<file path="src/hw/ocr_pkg.sv">
// Purpose: Constants for the fuse-backed sensor configuration register bank.
// Assumes: Byte-wide register access and a 100 MHz system clock.
// Notes:   Times are kept in milliseconds; the cycle counts derive from them.
package ocr_pkg;
  localparam int unsigned CLK_HZ          = 100_000_000;
  localparam int unsigned CYC_PER_MS      = CLK_HZ / 1000;
  localparam int unsigned FUSE_FAST_MS    = 100;
  localparam int unsigned FUSE_SLOW_MS    = 200;
  localparam int unsigned POR_MS_0        = 50;
  localparam int unsigned POR_MS_1        = 100;
  localparam int unsigned POR_MS_2        = 200;
  localparam int unsigned POR_MS_3        = 300;
  localparam int unsigned FUSE_FAST_CYC   = FUSE_FAST_MS * CYC_PER_MS;
  localparam int unsigned FUSE_SLOW_CYC   = FUSE_SLOW_MS * CYC_PER_MS;
  localparam int unsigned POR_CYC_0       = POR_MS_0 * CYC_PER_MS;
  localparam int unsigned POR_CYC_1       = POR_MS_1 * CYC_PER_MS;
  localparam int unsigned POR_CYC_2       = POR_MS_2 * CYC_PER_MS;
  localparam int unsigned POR_CYC_3       = POR_MS_3 * CYC_PER_MS;
  // Register offsets.
  localparam logic [7:0]  ADDR_CHIP_REVISION  = 8'h00;
  localparam logic [7:0]  ADDR_SENSOR_CONFIG  = 8'h07;
  localparam logic [7:0]  ADDR_FUSE_CONTROL   = 8'h08;
  localparam logic [7:0]  ADDR_AUTO_CHECK     = 8'h0B;
  localparam logic [7:0]  ADDR_MODE_REQUEST   = 8'h2A;
  localparam logic [7:0]  ADDR_MODE_VALID     = 8'h36;
  localparam logic [7:0]  ADDR_PROGRAM_CMD    = 8'h39;
  // Codes.
  localparam logic [7:0]  MODE_REQUEST_CODE    = 8'h3C;
  localparam logic [7:0]  MODE_VALIDATION_CODE = 8'h96;
  localparam logic [7:0]  PROGRAM_COMMAND_CODE = 8'hB0;
  localparam logic [7:0]  WO_READ_VALUE        = 8'h00;
  // Field positions.
  localparam int unsigned CFG_REG_BIT     = 6;
  localparam int unsigned CFG_POR_HI      = 5;
  localparam int unsigned CFG_POR_LO      = 4;
  localparam int unsigned CFG_NO_BIT      = 3;
  localparam int unsigned CFG_PP_BIT      = 2;
  localparam int unsigned CFG_LOW_BIT     = 1;
  localparam int unsigned CFG_STR_BIT     = 0;
  localparam int unsigned CFG_USED_MSB    = 6;
  localparam int unsigned CTL_TRANSP_BIT  = 0;
  localparam int unsigned CHK_AUTO_BIT    = 7;
  localparam int unsigned CHK_SLOW_BIT    = 6;
  localparam int unsigned CHK_MAKER_BANK_LOCK_BIT    = 5;
  localparam int unsigned CHK_CUSTOMER_BANK_LOCK_BIT    = 4;
  localparam int unsigned CHK_BLCK_BIT    = 3;
  localparam int unsigned CHK_RUN_BIT     = 2;
  // Reset values.
  localparam logic [6:0]  CFG_RESET       = 7'h00;
  localparam logic        TRANSP_RESET    = 1'b1;
  typedef enum logic [0:0] {OCR_IDLE, OCR_BURN} ocr_burn_t;
endpackage

</file>
<file path="src/hw/ocr_bank.sv">
// Purpose: Fuse-backed configuration register bank of a sensor output driver.
// Assumes: A serial front end delivers decoded byte reads and writes on clk_sys.
// Notes:   The fuse array is modelled as a register image burnt by the auto sequence.
`timescale 1ns/100ps
//////////////////////////////////////////////////////////////////////////////
// Contract
// [RULE1] Bit 6 selects 3.3V or 5V regulator
// [RULE2] Bits 5:4 select 50/100/200/300ms power-on delay
// [RULE3] Bit 3 selects normally closed or open
// [RULE4] Bit 2 selects open-drain or push-pull
// [RULE5] Bit 1 selects high or low side; low_side_select is forced 0 while bit 2 selects push-pull
// [RULE6] Bit 0 enables output pulse stretching
// [RULE7] Transparency bit resets 1; 0 applies directly
// [RULE8] Programmer keeps transparency 1 for burning
// [RULE9] Programmer preserves reserved control bits
// [RULE10] Check bit 7 enables automatic programming
// [RULE11] Check bit 6 picks 100 or 200ms
// [RULE12] Customer lock reads 1, refuses programming
// [RULE13] Write 0x3C to 0x2A requests mode
// [RULE14] Then 0x96 to 0x36 enters mode
// [RULE15] Other validation value leaves programming mode
// [RULE16] 0xB0 to 0x39 starts auto programming
// [RULE17] Read-only writes ignored; write-only reads constant
// [RULE18] Config registers writable only in programming mode
module ocr_bank
  import ocr_pkg::*;
#(
  parameter logic [7:0]  REVISION_CODE = 8'h5A, // Arbitrary value.
  parameter int unsigned FAST_CYC      = FUSE_FAST_CYC,
  parameter int unsigned SLOW_CYC      = FUSE_SLOW_CYC,
  parameter int unsigned POR0_CYC      = POR_CYC_0,
  parameter int unsigned POR1_CYC      = POR_CYC_1,
  parameter int unsigned POR2_CYC      = POR_CYC_2,
  parameter int unsigned POR3_CYC      = POR_CYC_3
) (
  input  wire logic       clk_sys,
  input  wire logic       reset_n,
  input  wire logic       reg_write,
  input  wire logic       reg_read,
  input  wire logic [7:0] reg_addr,
  input  wire logic [7:0] reg_wdata,
  output logic      [7:0] reg_rdata,
  output logic            reg_rvalid,
  input  wire logic       maker_bank_lock,
  output logic            program_mode,
  output logic            auto_program_running,
  output logic            regulator_voltage_select,
  output logic      [1:0] power_on_delay_select,
  output logic            normally_open_select,
  output logic            push_pull_select,
  output logic            low_side_select,
  output logic            pulse_stretch_enable,
  output logic            power_on_done
);
  import ocr_pkg::*;

  typedef struct packed {
    logic [6:0]  cfg;
    logic [6:0]  fuse;
    logic [6:0]  live;
    logic        transp;
    logic        auto_en;
    logic        slow;
    logic        clock_lck;
    logic        requested;
    logic        mode;
    ocr_burn_t   burn;
    logic [31:0] burn_cnt;
    logic [31:0] por_cnt;
    logic        por_done;
    logic [7:0]  rdata;
    logic        rvalid;
  } ocr_state_t;

  ocr_state_t st;
  ocr_state_t next_st;
  logic       wr_cfg;
  logic       wr_ctl;
  logic       wr_chk;
  logic       wr_req;
  logic       wr_val;
  logic       wr_cmd;
  logic       start_burn;
  logic [31:0] por_limit;
  logic [31:0] burn_limit;

  //////////////////////////////////////////////////////////////////////////////
  assign wr_cfg = reg_write && reg_addr == ADDR_SENSOR_CONFIG && st.mode; // [RULE18]
  assign wr_ctl = reg_write && reg_addr == ADDR_FUSE_CONTROL && st.mode;  // [RULE18]
  assign wr_chk = reg_write && reg_addr == ADDR_AUTO_CHECK && st.mode;    // [RULE18]
  assign wr_req = reg_write && reg_addr == ADDR_MODE_REQUEST;
  assign wr_val = reg_write && reg_addr == ADDR_MODE_VALID;
  assign wr_cmd = reg_write && reg_addr == ADDR_PROGRAM_CMD;
  // Burning needs the mode, the enable, an opaque fuse array and an open bank.
  assign start_burn = wr_cmd && reg_wdata == PROGRAM_COMMAND_CODE && st.mode && st.auto_en
                      && st.transp && !st.clock_lck && st.burn == OCR_IDLE; // [RULE16] [RULE12]
  assign burn_limit = st.slow ? SLOW_CYC : FAST_CYC; // [RULE11]

  always_comb begin
    case (st.live[CFG_POR_HI:CFG_POR_LO]) // [RULE2]
      2'b00:   por_limit = POR0_CYC;
      2'b01:   por_limit = POR1_CYC;
      2'b10:   por_limit = POR2_CYC;
      default: por_limit = POR3_CYC;
    endcase
  end

  //////////////////////////////////////////////////////////////////////////////
  always_comb begin
    next_st        = st;
    next_st.rvalid = 1'b0;
    if (wr_cfg) begin
      next_st.cfg = reg_wdata[CFG_USED_MSB:0];
    end
    if (wr_ctl) begin
      next_st.transp = reg_wdata[CTL_TRANSP_BIT]; // [RULE7]
    end
    if (wr_chk) begin
      next_st.auto_en = reg_wdata[CHK_AUTO_BIT]; // [RULE10]
      next_st.slow    = reg_wdata[CHK_SLOW_BIT]; // [RULE11]
    end
    if (wr_req) begin
      next_st.requested = reg_wdata == MODE_REQUEST_CODE; // [RULE13]
    end
    if (wr_val) begin
      if (reg_wdata == MODE_VALIDATION_CODE && st.requested) begin
        next_st.mode = 1'b1; // [RULE14]
      end else if (reg_wdata != MODE_VALIDATION_CODE) begin
        next_st.mode      = 1'b0; // [RULE15]
        next_st.requested = 1'b0;
      end
    end
    // A transparent array passes the written settings straight to the outputs.
    next_st.live = st.transp ? st.fuse : st.cfg; // [RULE7]
    case (st.burn)
      OCR_IDLE: begin
        if (start_burn) begin
          next_st.burn     = OCR_BURN;
          next_st.burn_cnt = 32'h0000_0000;
        end
      end
      OCR_BURN: begin
        next_st.burn_cnt = st.burn_cnt + 32'h0000_0001;
        if (st.burn_cnt + 32'h0000_0001 >= burn_limit) begin
          next_st.burn      = OCR_IDLE;
          next_st.fuse      = st.cfg;
          next_st.clock_lck = 1'b1; // [RULE12]
        end
      end
      default: next_st.burn = OCR_IDLE;
    endcase
    if (!st.por_done) begin
      next_st.por_cnt = st.por_cnt + 32'h0000_0001;
      if (st.por_cnt + 32'h0000_0001 >= por_limit) begin
        next_st.por_done = 1'b1; // [RULE2]
      end
    end
    if (reg_read) begin
      next_st.rvalid = 1'b1;
      case (reg_addr)
        ADDR_CHIP_REVISION: next_st.rdata = REVISION_CODE;
        ADDR_SENSOR_CONFIG: next_st.rdata = {1'b0, st.cfg};
        ADDR_FUSE_CONTROL:  next_st.rdata = {7'h00, st.transp}; // [RULE9]
        ADDR_AUTO_CHECK: begin
          next_st.rdata               = 8'h00;
          next_st.rdata[CHK_AUTO_BIT] = st.auto_en;
          next_st.rdata[CHK_SLOW_BIT] = st.slow;
          next_st.rdata[CHK_MAKER_BANK_LOCK_BIT] = maker_bank_lock;
          next_st.rdata[CHK_CUSTOMER_BANK_LOCK_BIT] = st.clock_lck; // [RULE12]
          next_st.rdata[CHK_BLCK_BIT] = st.clock_lck;
          next_st.rdata[CHK_RUN_BIT]  = st.burn == OCR_BURN;
        end
        default: next_st.rdata = WO_READ_VALUE; // [RULE17]
      endcase
    end
  end

  always_ff @(posedge clk_sys or negedge reset_n) begin
    if (!reset_n) begin
      st           <= '0;
      st.cfg       <= CFG_RESET;
      st.fuse      <= CFG_RESET;
      st.live      <= CFG_RESET;
      st.transp    <= TRANSP_RESET; // [RULE7]
      st.burn      <= OCR_IDLE;
    end else begin
      st <= next_st;
    end
  end

  //////////////////////////////////////////////////////////////////////////////
  assign reg_rdata                = st.rdata;
  assign reg_rvalid               = st.rvalid;
  assign program_mode             = st.mode;
  assign auto_program_running     = st.burn == OCR_BURN;
  assign regulator_voltage_select = st.live[CFG_REG_BIT]; // [RULE1]
  assign power_on_delay_select    = st.live[CFG_POR_HI:CFG_POR_LO];
  assign normally_open_select     = st.live[CFG_NO_BIT]; // [RULE3]
  assign push_pull_select         = st.live[CFG_PP_BIT]; // [RULE4]
  // Low-side choice only matters when the push-pull stage is off.
  assign low_side_select          = st.live[CFG_LOW_BIT] && !st.live[CFG_PP_BIT]; // [RULE5]
  assign pulse_stretch_enable     = st.live[CFG_STR_BIT]; // [RULE6]
  assign power_on_done            = st.por_done;

  //////////////////////////////////////////////////////////////////////////////
  AST_ENTER_MODE: assert property (@(posedge clk_sys) disable iff (!reset_n) // [RULE14]
    (reg_write && reg_addr == ADDR_MODE_VALID && reg_wdata == MODE_VALIDATION_CODE
     && st.requested) |=> program_mode)
    else $error("validation code did not enter programming mode");
  AST_LEAVE_MODE: assert property (@(posedge clk_sys) disable iff (!reset_n) // [RULE15]
    (reg_write && reg_addr == ADDR_MODE_VALID && reg_wdata != MODE_VALIDATION_CODE)
    |=> !program_mode)
    else $error("bad validation value left programming mode on");
  AST_NO_REQ_NO_MODE: assert property (@(posedge clk_sys) disable iff (!reset_n) // [RULE13]
    (!program_mode && !st.requested) |=> !program_mode)
    else $error("programming mode entered without a request");
  AST_LOCKED_CFG: assert property (@(posedge clk_sys) disable iff (!reset_n) // [RULE18]
    (reg_write && reg_addr == ADDR_SENSOR_CONFIG && !program_mode) |=> $stable(st.cfg))
    else $error("configuration changed outside programming mode");
  AST_TRANSPARENT: assert property (@(posedge clk_sys) disable iff (!reset_n) // [RULE7]
    !st.transp |=> (pulse_stretch_enable == $past(st.cfg[CFG_STR_BIT])))
    else $error("transparent settings did not reach the outputs");
  AST_START: assert property (@(posedge clk_sys) disable iff (!reset_n) // [RULE16]
    start_burn |=> auto_program_running)
    else $error("program command did not start the burn");
  AST_LOCK_REFUSE: assert property (@(posedge clk_sys) disable iff (!reset_n) // [RULE12]
    (st.clock_lck && !auto_program_running) |=> !auto_program_running)
    else $error("burn started on a locked bank");
  AST_BURN_TIME: assert property (@(posedge clk_sys) disable iff (!reset_n) // [RULE11]
    (auto_program_running && !$past(auto_program_running) && FAST_CYC > 2)
    |-> auto_program_running[*2])
    else $error("burn ended too early");
  AST_AUTO_GATE: assert property (@(posedge clk_sys) disable iff (!reset_n) // [RULE10]
    (!st.auto_en && !auto_program_running) |=> !auto_program_running)
    else $error("burn started with automatic programming disabled");
  AST_WO_READ: assert property (@(posedge clk_sys) disable iff (!reset_n) // [RULE17]
    (reg_read && (reg_addr == ADDR_MODE_REQUEST || reg_addr == ADDR_PROGRAM_CMD))
    |=> (reg_rvalid && reg_rdata == WO_READ_VALUE))
    else $error("write-only register read back a value");
  AST_LOW_SIDE: assert property (@(posedge clk_sys) disable iff (!reset_n) // [RULE5]
    push_pull_select |-> !low_side_select)
    else $error("low-side select active with push-pull");
  // Register access: mode request, read-back values, refused and accepted writes.
  AST_REQ_SET: assert property (@(posedge clk_sys) disable iff (!reset_n) // [RULE13]
    (reg_write && reg_addr == ADDR_MODE_REQUEST && reg_wdata == MODE_REQUEST_CODE)
    |=> st.requested)
    else $error("mode request code was not recorded");
  AST_REQ_CLEAR: assert property (@(posedge clk_sys) disable iff (!reset_n) // [RULE13]
    (reg_write && reg_addr == ADDR_MODE_REQUEST && reg_wdata != MODE_REQUEST_CODE)
    |=> !st.requested)
    else $error("wrong request code kept the request");
  AST_WO_VAL_READ: assert property (@(posedge clk_sys) disable iff (!reset_n) // [RULE17]
    (reg_read && reg_addr == ADDR_MODE_VALID)
    |=> (reg_rvalid && reg_rdata == WO_READ_VALUE))
    else $error("validation register read back a value");
  AST_REV_READ: assert property (@(posedge clk_sys) disable iff (!reset_n) // [RULE17]
    (reg_read && reg_addr == ADDR_CHIP_REVISION)
    |=> (reg_rvalid && reg_rdata == REVISION_CODE))
    else $error("revision read returned a wrong value");
  AST_RVALID_IDLE: assert property (@(posedge clk_sys) disable iff (!reset_n) // [RULE17]
    !reg_read
    |=> !reg_rvalid)
    else $error("read valid pulsed without a read");
  AST_CTL_LOCKED: assert property (@(posedge clk_sys) disable iff (!reset_n) // [RULE18]
    (reg_write && reg_addr == ADDR_FUSE_CONTROL && !program_mode)
    |=> $stable(st.transp))
    else $error("control changed outside programming mode");
  AST_CHK_LOCKED: assert property (@(posedge clk_sys) disable iff (!reset_n) // [RULE18]
    (reg_write && reg_addr == ADDR_AUTO_CHECK && !program_mode)
    |=> ($stable(st.auto_en) && $stable(st.slow)))
    else $error("check mode changed outside programming mode");
  AST_CFG_WRITE: assert property (@(posedge clk_sys) disable iff (!reset_n) // [RULE18]
    (reg_write && reg_addr == ADDR_SENSOR_CONFIG && program_mode)
    |=> (st.cfg == $past(reg_wdata[CFG_USED_MSB:0])))
    else $error("configuration write in programming mode was lost");
  // Outputs: what the pins show for each transparency setting.
  AST_OPAQUE: assert property (@(posedge clk_sys) disable iff (!reset_n) // [RULE7]
    st.transp
    |=> (pulse_stretch_enable == $past(st.fuse[CFG_STR_BIT])))
    else $error("opaque array did not show the fuse image");
  AST_REG_OUT: assert property (@(posedge clk_sys) disable iff (!reset_n) // [RULE1]
    !st.transp
    |=> (regulator_voltage_select == $past(st.cfg[CFG_REG_BIT])))
    else $error("regulator select did not follow the configuration");
  AST_DELAY_OUT: assert property (@(posedge clk_sys) disable iff (!reset_n) // [RULE2]
    !st.transp
    |=> (power_on_delay_select == $past(st.cfg[CFG_POR_HI:CFG_POR_LO])))
    else $error("power-on delay select did not follow the configuration");
  AST_POLARITY_OUT: assert property (@(posedge clk_sys) disable iff (!reset_n) // [RULE3]
    !st.transp
    |=> (normally_open_select == $past(st.cfg[CFG_NO_BIT])))
    else $error("contact polarity did not follow the configuration");
  // Burn sequence: no stray start, full length, lock at the end.
  AST_NO_STRAY_BURN: assert property (@(posedge clk_sys) disable iff (!reset_n) // [RULE16]
    (!start_burn && !auto_program_running)
    |=> !auto_program_running)
    else $error("burn started without a program command");
  AST_BURN_HOLD: assert property (@(posedge clk_sys) disable iff (!reset_n) // [RULE11]
    (auto_program_running && st.burn_cnt + 32'h0000_0001 < burn_limit)
    |=> auto_program_running)
    else $error("burn stopped before its write time");
  AST_BURN_LOCKS: assert property (@(posedge clk_sys) disable iff (!reset_n) // [RULE12]
    $fell(auto_program_running)
    |-> st.clock_lck)
    else $error("finished burn left the bank unlocked");
endmodule // ocr_bank

</file>
<file path="config.mk">
export PLATFORM = sky130hd
export DESIGN_NAME = ocr_bank
export DESIGN_NICKNAME = d
export VERILOG_FILES = /design/src/hw/ocr_pkg.sv /design/src/hw/ocr_bank.sv
export SDC_FILE = /design/constraint.sdc
export NUM_CORES = 1
export LEC_CHECK = 0
export BUFFER_PORTS_ARGS = -buffer_cell sky130_fd_sc_hd__buf_2
export CAP_MARGIN = 10
export CORE_MARGIN = 1
export CORE_UTILIZATION = 55
export DETAILED_ROUTE_END_ITERATION = 12
export GPL_TIMING_DRIVEN = 0
export PLACE_DENSITY = 0.73
export SYNTH_ARGS = -nofsm -noshare
export SYNTH_HDL_FRONTEND = slang
export SYNTH_SLANG_ARGS = --single-unit
</file>
<file path="constraint.sdc">
create_clock -name clk_sys -period 3.6 [get_ports clk_sys]
set_input_delay 0.72 -clock clk_sys [delete_from_list [all_inputs] [get_ports clk_sys]]
set_output_delay 0.72 -clock clk_sys [all_outputs]
set_load 0.03 [all_outputs]
</file>
==> run metrics <==
r2r setup slk=0.02 ns; number of buffers created by CTS=9; largest net degree at the start of global routing=54; proportion of netlist area held by the largest area contributor=0.381; setup ws final=0.0214 ns; Least-Margin Pin Slew=0.836 ns; Final Hold Viols=0; clock insertion delay at the later pin of the skew report=0.36 ns; max_slew headroom=0.437; maximum clock path buffer count=2; Top reg by flops=st; Area growth syn-to-layout=15.7%; Post-Place Worst Slack=-0.390 ns; max FFs per register=84; share of final-layout standard cells stronger than drive strength 1=0.204; post-placement cell count=888; Max-cap violations=0; clock slew at the register clock pins of the worst setup and hold paths=0.07 ns; number of storage elements in the synthesis netlist=102; Die Footprint=12500 um2; min cycle time layout=3.58 ns; Sinks on Clock Net=102; number of antenna violations at the first check in global routing=0; hold buffer count at cts=0; overall routing resource usage=0.258; EDFF count, synth=0; status=finished, violations left; cell area after synthesis=6630 um2; Final Instance Area=7680 um2; DRC violation count after routing=4; Final HPWL DP=11.0 mm; Setup Skew=0.0103 ns; total leakage power=0.00343 uW; via total after detailed routing=5708; Core Area=11600 um2; Port Buf Inserts=39; Post-Syn Nets=764; Final Wtd Congestion=0.935; clock tree from TritonCTS=yes; Std-Cell Rows=39; drt wl/cell=17.3 um; IR Drop Worst-Case VDD=199 uV; reg-to-reg critical path startpoint=st[52]; count of inserted antenna diode cells=0; top cells by area in the synthesized netlist=sky130_fd_sc_hd__dfrtp_1, sky130_fd_sc_hd__ha_1, sky130_fd_sc_hd__xnor2_1; Initial Util=0.574; first-pass GRT wire length=25.9 mm; post-detailed-route via-to-cell ratio=6.18; most used flip-flop cell after synthesis=sky130_fd_sc_hd__dfrtp_1; most area-hungry cell type in the Yosys netlist=sky130_fd_sc_hd__dfrtp_1; async set-reset flop share out of synthesis=1.00; final WL=16.0 mm; Setup Viol. Count Final=0; worst setup path class=register to register; Critical Path Start Type=register; ratio of total power to cell area=293 nW/um2; critical path data required time=3.84 ns; logic depth of the worst register-to-register path=12; global route total overflow=0; DP Area=7040 um2; RSZ-0062 raised after global routing=yes; crit end category=register; Ys Warns=0; final total power=2250 uW; Detailed Routing Iterations Pass 1=10; Final Instance Count excl. Fillers=924; die boundary height=112 um; number of global-route vias before repair=5403; chip width=112 um; failing checks=DRC; arrival time reported for the critical path endpoint=3.82 ns; number of violations reported at the end of detailed-routing iteration 0=389; part of the Yosys area used for sequential elements=0.385; root buffer selected by CTS=sky130_fd_sc_hd__clkbuf_16; number of pins exceeding their max-slew limit in the final report=0; library cells used by synthesis=73; Avg Cell Area, Syn=9.41 um2; H-tree depth=3; Max Clk Rate=279 MHz; worst flop-to-flop path endpoint=st[94]; top-level port count=40; path category of the worst min-delay check=input port to asynchronous set/reset pin; number of nets in the layout=835; number of cells produced by synthesis=705; remaining number of nets flagged by the antenna check after routing=0; period utilisation layout=0.994; crit path max fanout=7
worst max-delay path, stage by stage (launching register included):
cell and delay (ns):
sky130_fd_sc_hd__dfrtp_2 0.45, sky130_fd_sc_hd__nand4_4 0.15, sky130_fd_sc_hd__or4_4 0.56, sky130_fd_sc_hd__buf_6 0.15, sky130_fd_sc_hd__nor4_4 0.21, sky130_fd_sc_hd__xor2_1 0.14, sky130_fd_sc_hd__ha_1 0.34, sky130_fd_sc_hd__nand2_2 0.07
sky130_fd_sc_hd__a2111oi_4 0.37, sky130_fd_sc_hd__a211oi_2 0.15, sky130_fd_sc_hd__o311ai_4 0.36, sky130_fd_sc_hd__clkbuf_16 0.22, sky130_fd_sc_hd__mux2_4 0.29
power breakdown:
part	switching (uW)	internal (uW)
logic	43.6	18.8
registers	0.994	1150
clock network	466	572
total	510	1740
per-layer routing:
layer | vias to the layer above | GRT usage | part of all wire
met5 | - | 0 | 0
met4 | 0 | 0.113 | 0.022
met3 | 35 | 0.0376 | 0.068
met2 | 240 | 0.422 | 0.49
met1 | 2742 | 0.342 | 0.42
li1 | 2691 | - | -
synth_stat cells (all sizes together), types with 9 or more instances:
library cell,count
nand4,18
nand3,34
dfrtp,101
ha,38
nand2,59
a21oi,21
nor4,16
mux2,25
and3,9
xor2,34
inv,23
nor2,60
clkbuf,22
xnor2,34
buf,22
o21ai,40
nor3,18
metrics by stage:
step / setup TNS [ns] / util / hold WS, ns
6_report: 0 / 0.664 / 0.398
5_1_grt: -0.679 / 0.664 / 0.467
4_1_cts: 0 / 0.642 / 0.437
3_5_place_dp: -2.95 / 0.609 / 0.491
3_3_place_gp: -1.88 / 0.606 / 0.484
2_1_floorplan: 0 / - / 0.424
worst max-delay path by stage:
stage	start	end	slack, ns	depth (start not counted)
global route	st[51]	st[94]	-0.11	13
CTS	st[43]	st[89]	0.003	14
finish	st[52]	st[94]	0.02	12
global placement	st[52]	st[88]	-0.26	10
floorplan	st[44]	st[88]	0.22	12
detailed placement	st[52]	st[89]	-0.39	10
cell type report:
| class | instances | area, um2 |
|---|---|---|
| Inverter | 24 | 90.1 |
| Clock inverter | 6 | 77.6 |
| Tap cell | 143 | 179 |
| Multi-Input combinational cell | 535 | 3870 |
| Sequential cell | 102 | 2560 |
| Clock buffer | 10 | 239 |
| Buffer | 44 | 259 |
| Timing Repair Buffer | 60 | 405 |
| Fill cell | 932 | 3890 |
what timing repair did:
item | in CTS | in global routing
pin swaps | 2 | 12
cloned | 0 | 1
setup endpoints to repair | 9 | 8
buffers inserted | 3 | 16
resized for setup | 8 | 27
endpoints found under the hold margin | 0 | 0
cell families after synthesis:
logic type                 count (synthesis)  share of synthesized area
DFF                                      102                      0.385
and+or+nand+nor                          267                      0.214
AOI/OAI and AO/OA                        134                      0.142
adders and majority gates                 38                     0.0717
buffers and inverters                     68                     0.0511
muxes                                     28                     0.0470
xor gates and xnor gates                  68                     0.0898
cells in the final DEF, fill, tap and decap left out, types with 18 or more instances in the layout:
cell type                   n
sky130_fd_sc_hd__xnor2_1   32
sky130_fd_sc_hd__a21oi_1   21
sky130_fd_sc_hd__nand2_1   57
sky130_fd_sc_hd__inv_1     23
sky130_fd_sc_hd__clkbuf_1  22
sky130_fd_sc_hd__xor2_1    34
sky130_fd_sc_hd__nand3_1   30
sky130_fd_sc_hd__o21ai_0   39
sky130_fd_sc_hd__nor2_1    59
sky130_fd_sc_hd__dfrtp_1   95
sky130_fd_sc_hd__buf_4     31
sky130_fd_sc_hd__mux2_2    18
sky130_fd_sc_hd__ha_1      37
sky130_fd_sc_hd__buf_2     41
No activity file was read; power rests on OpenSTA's default activity.
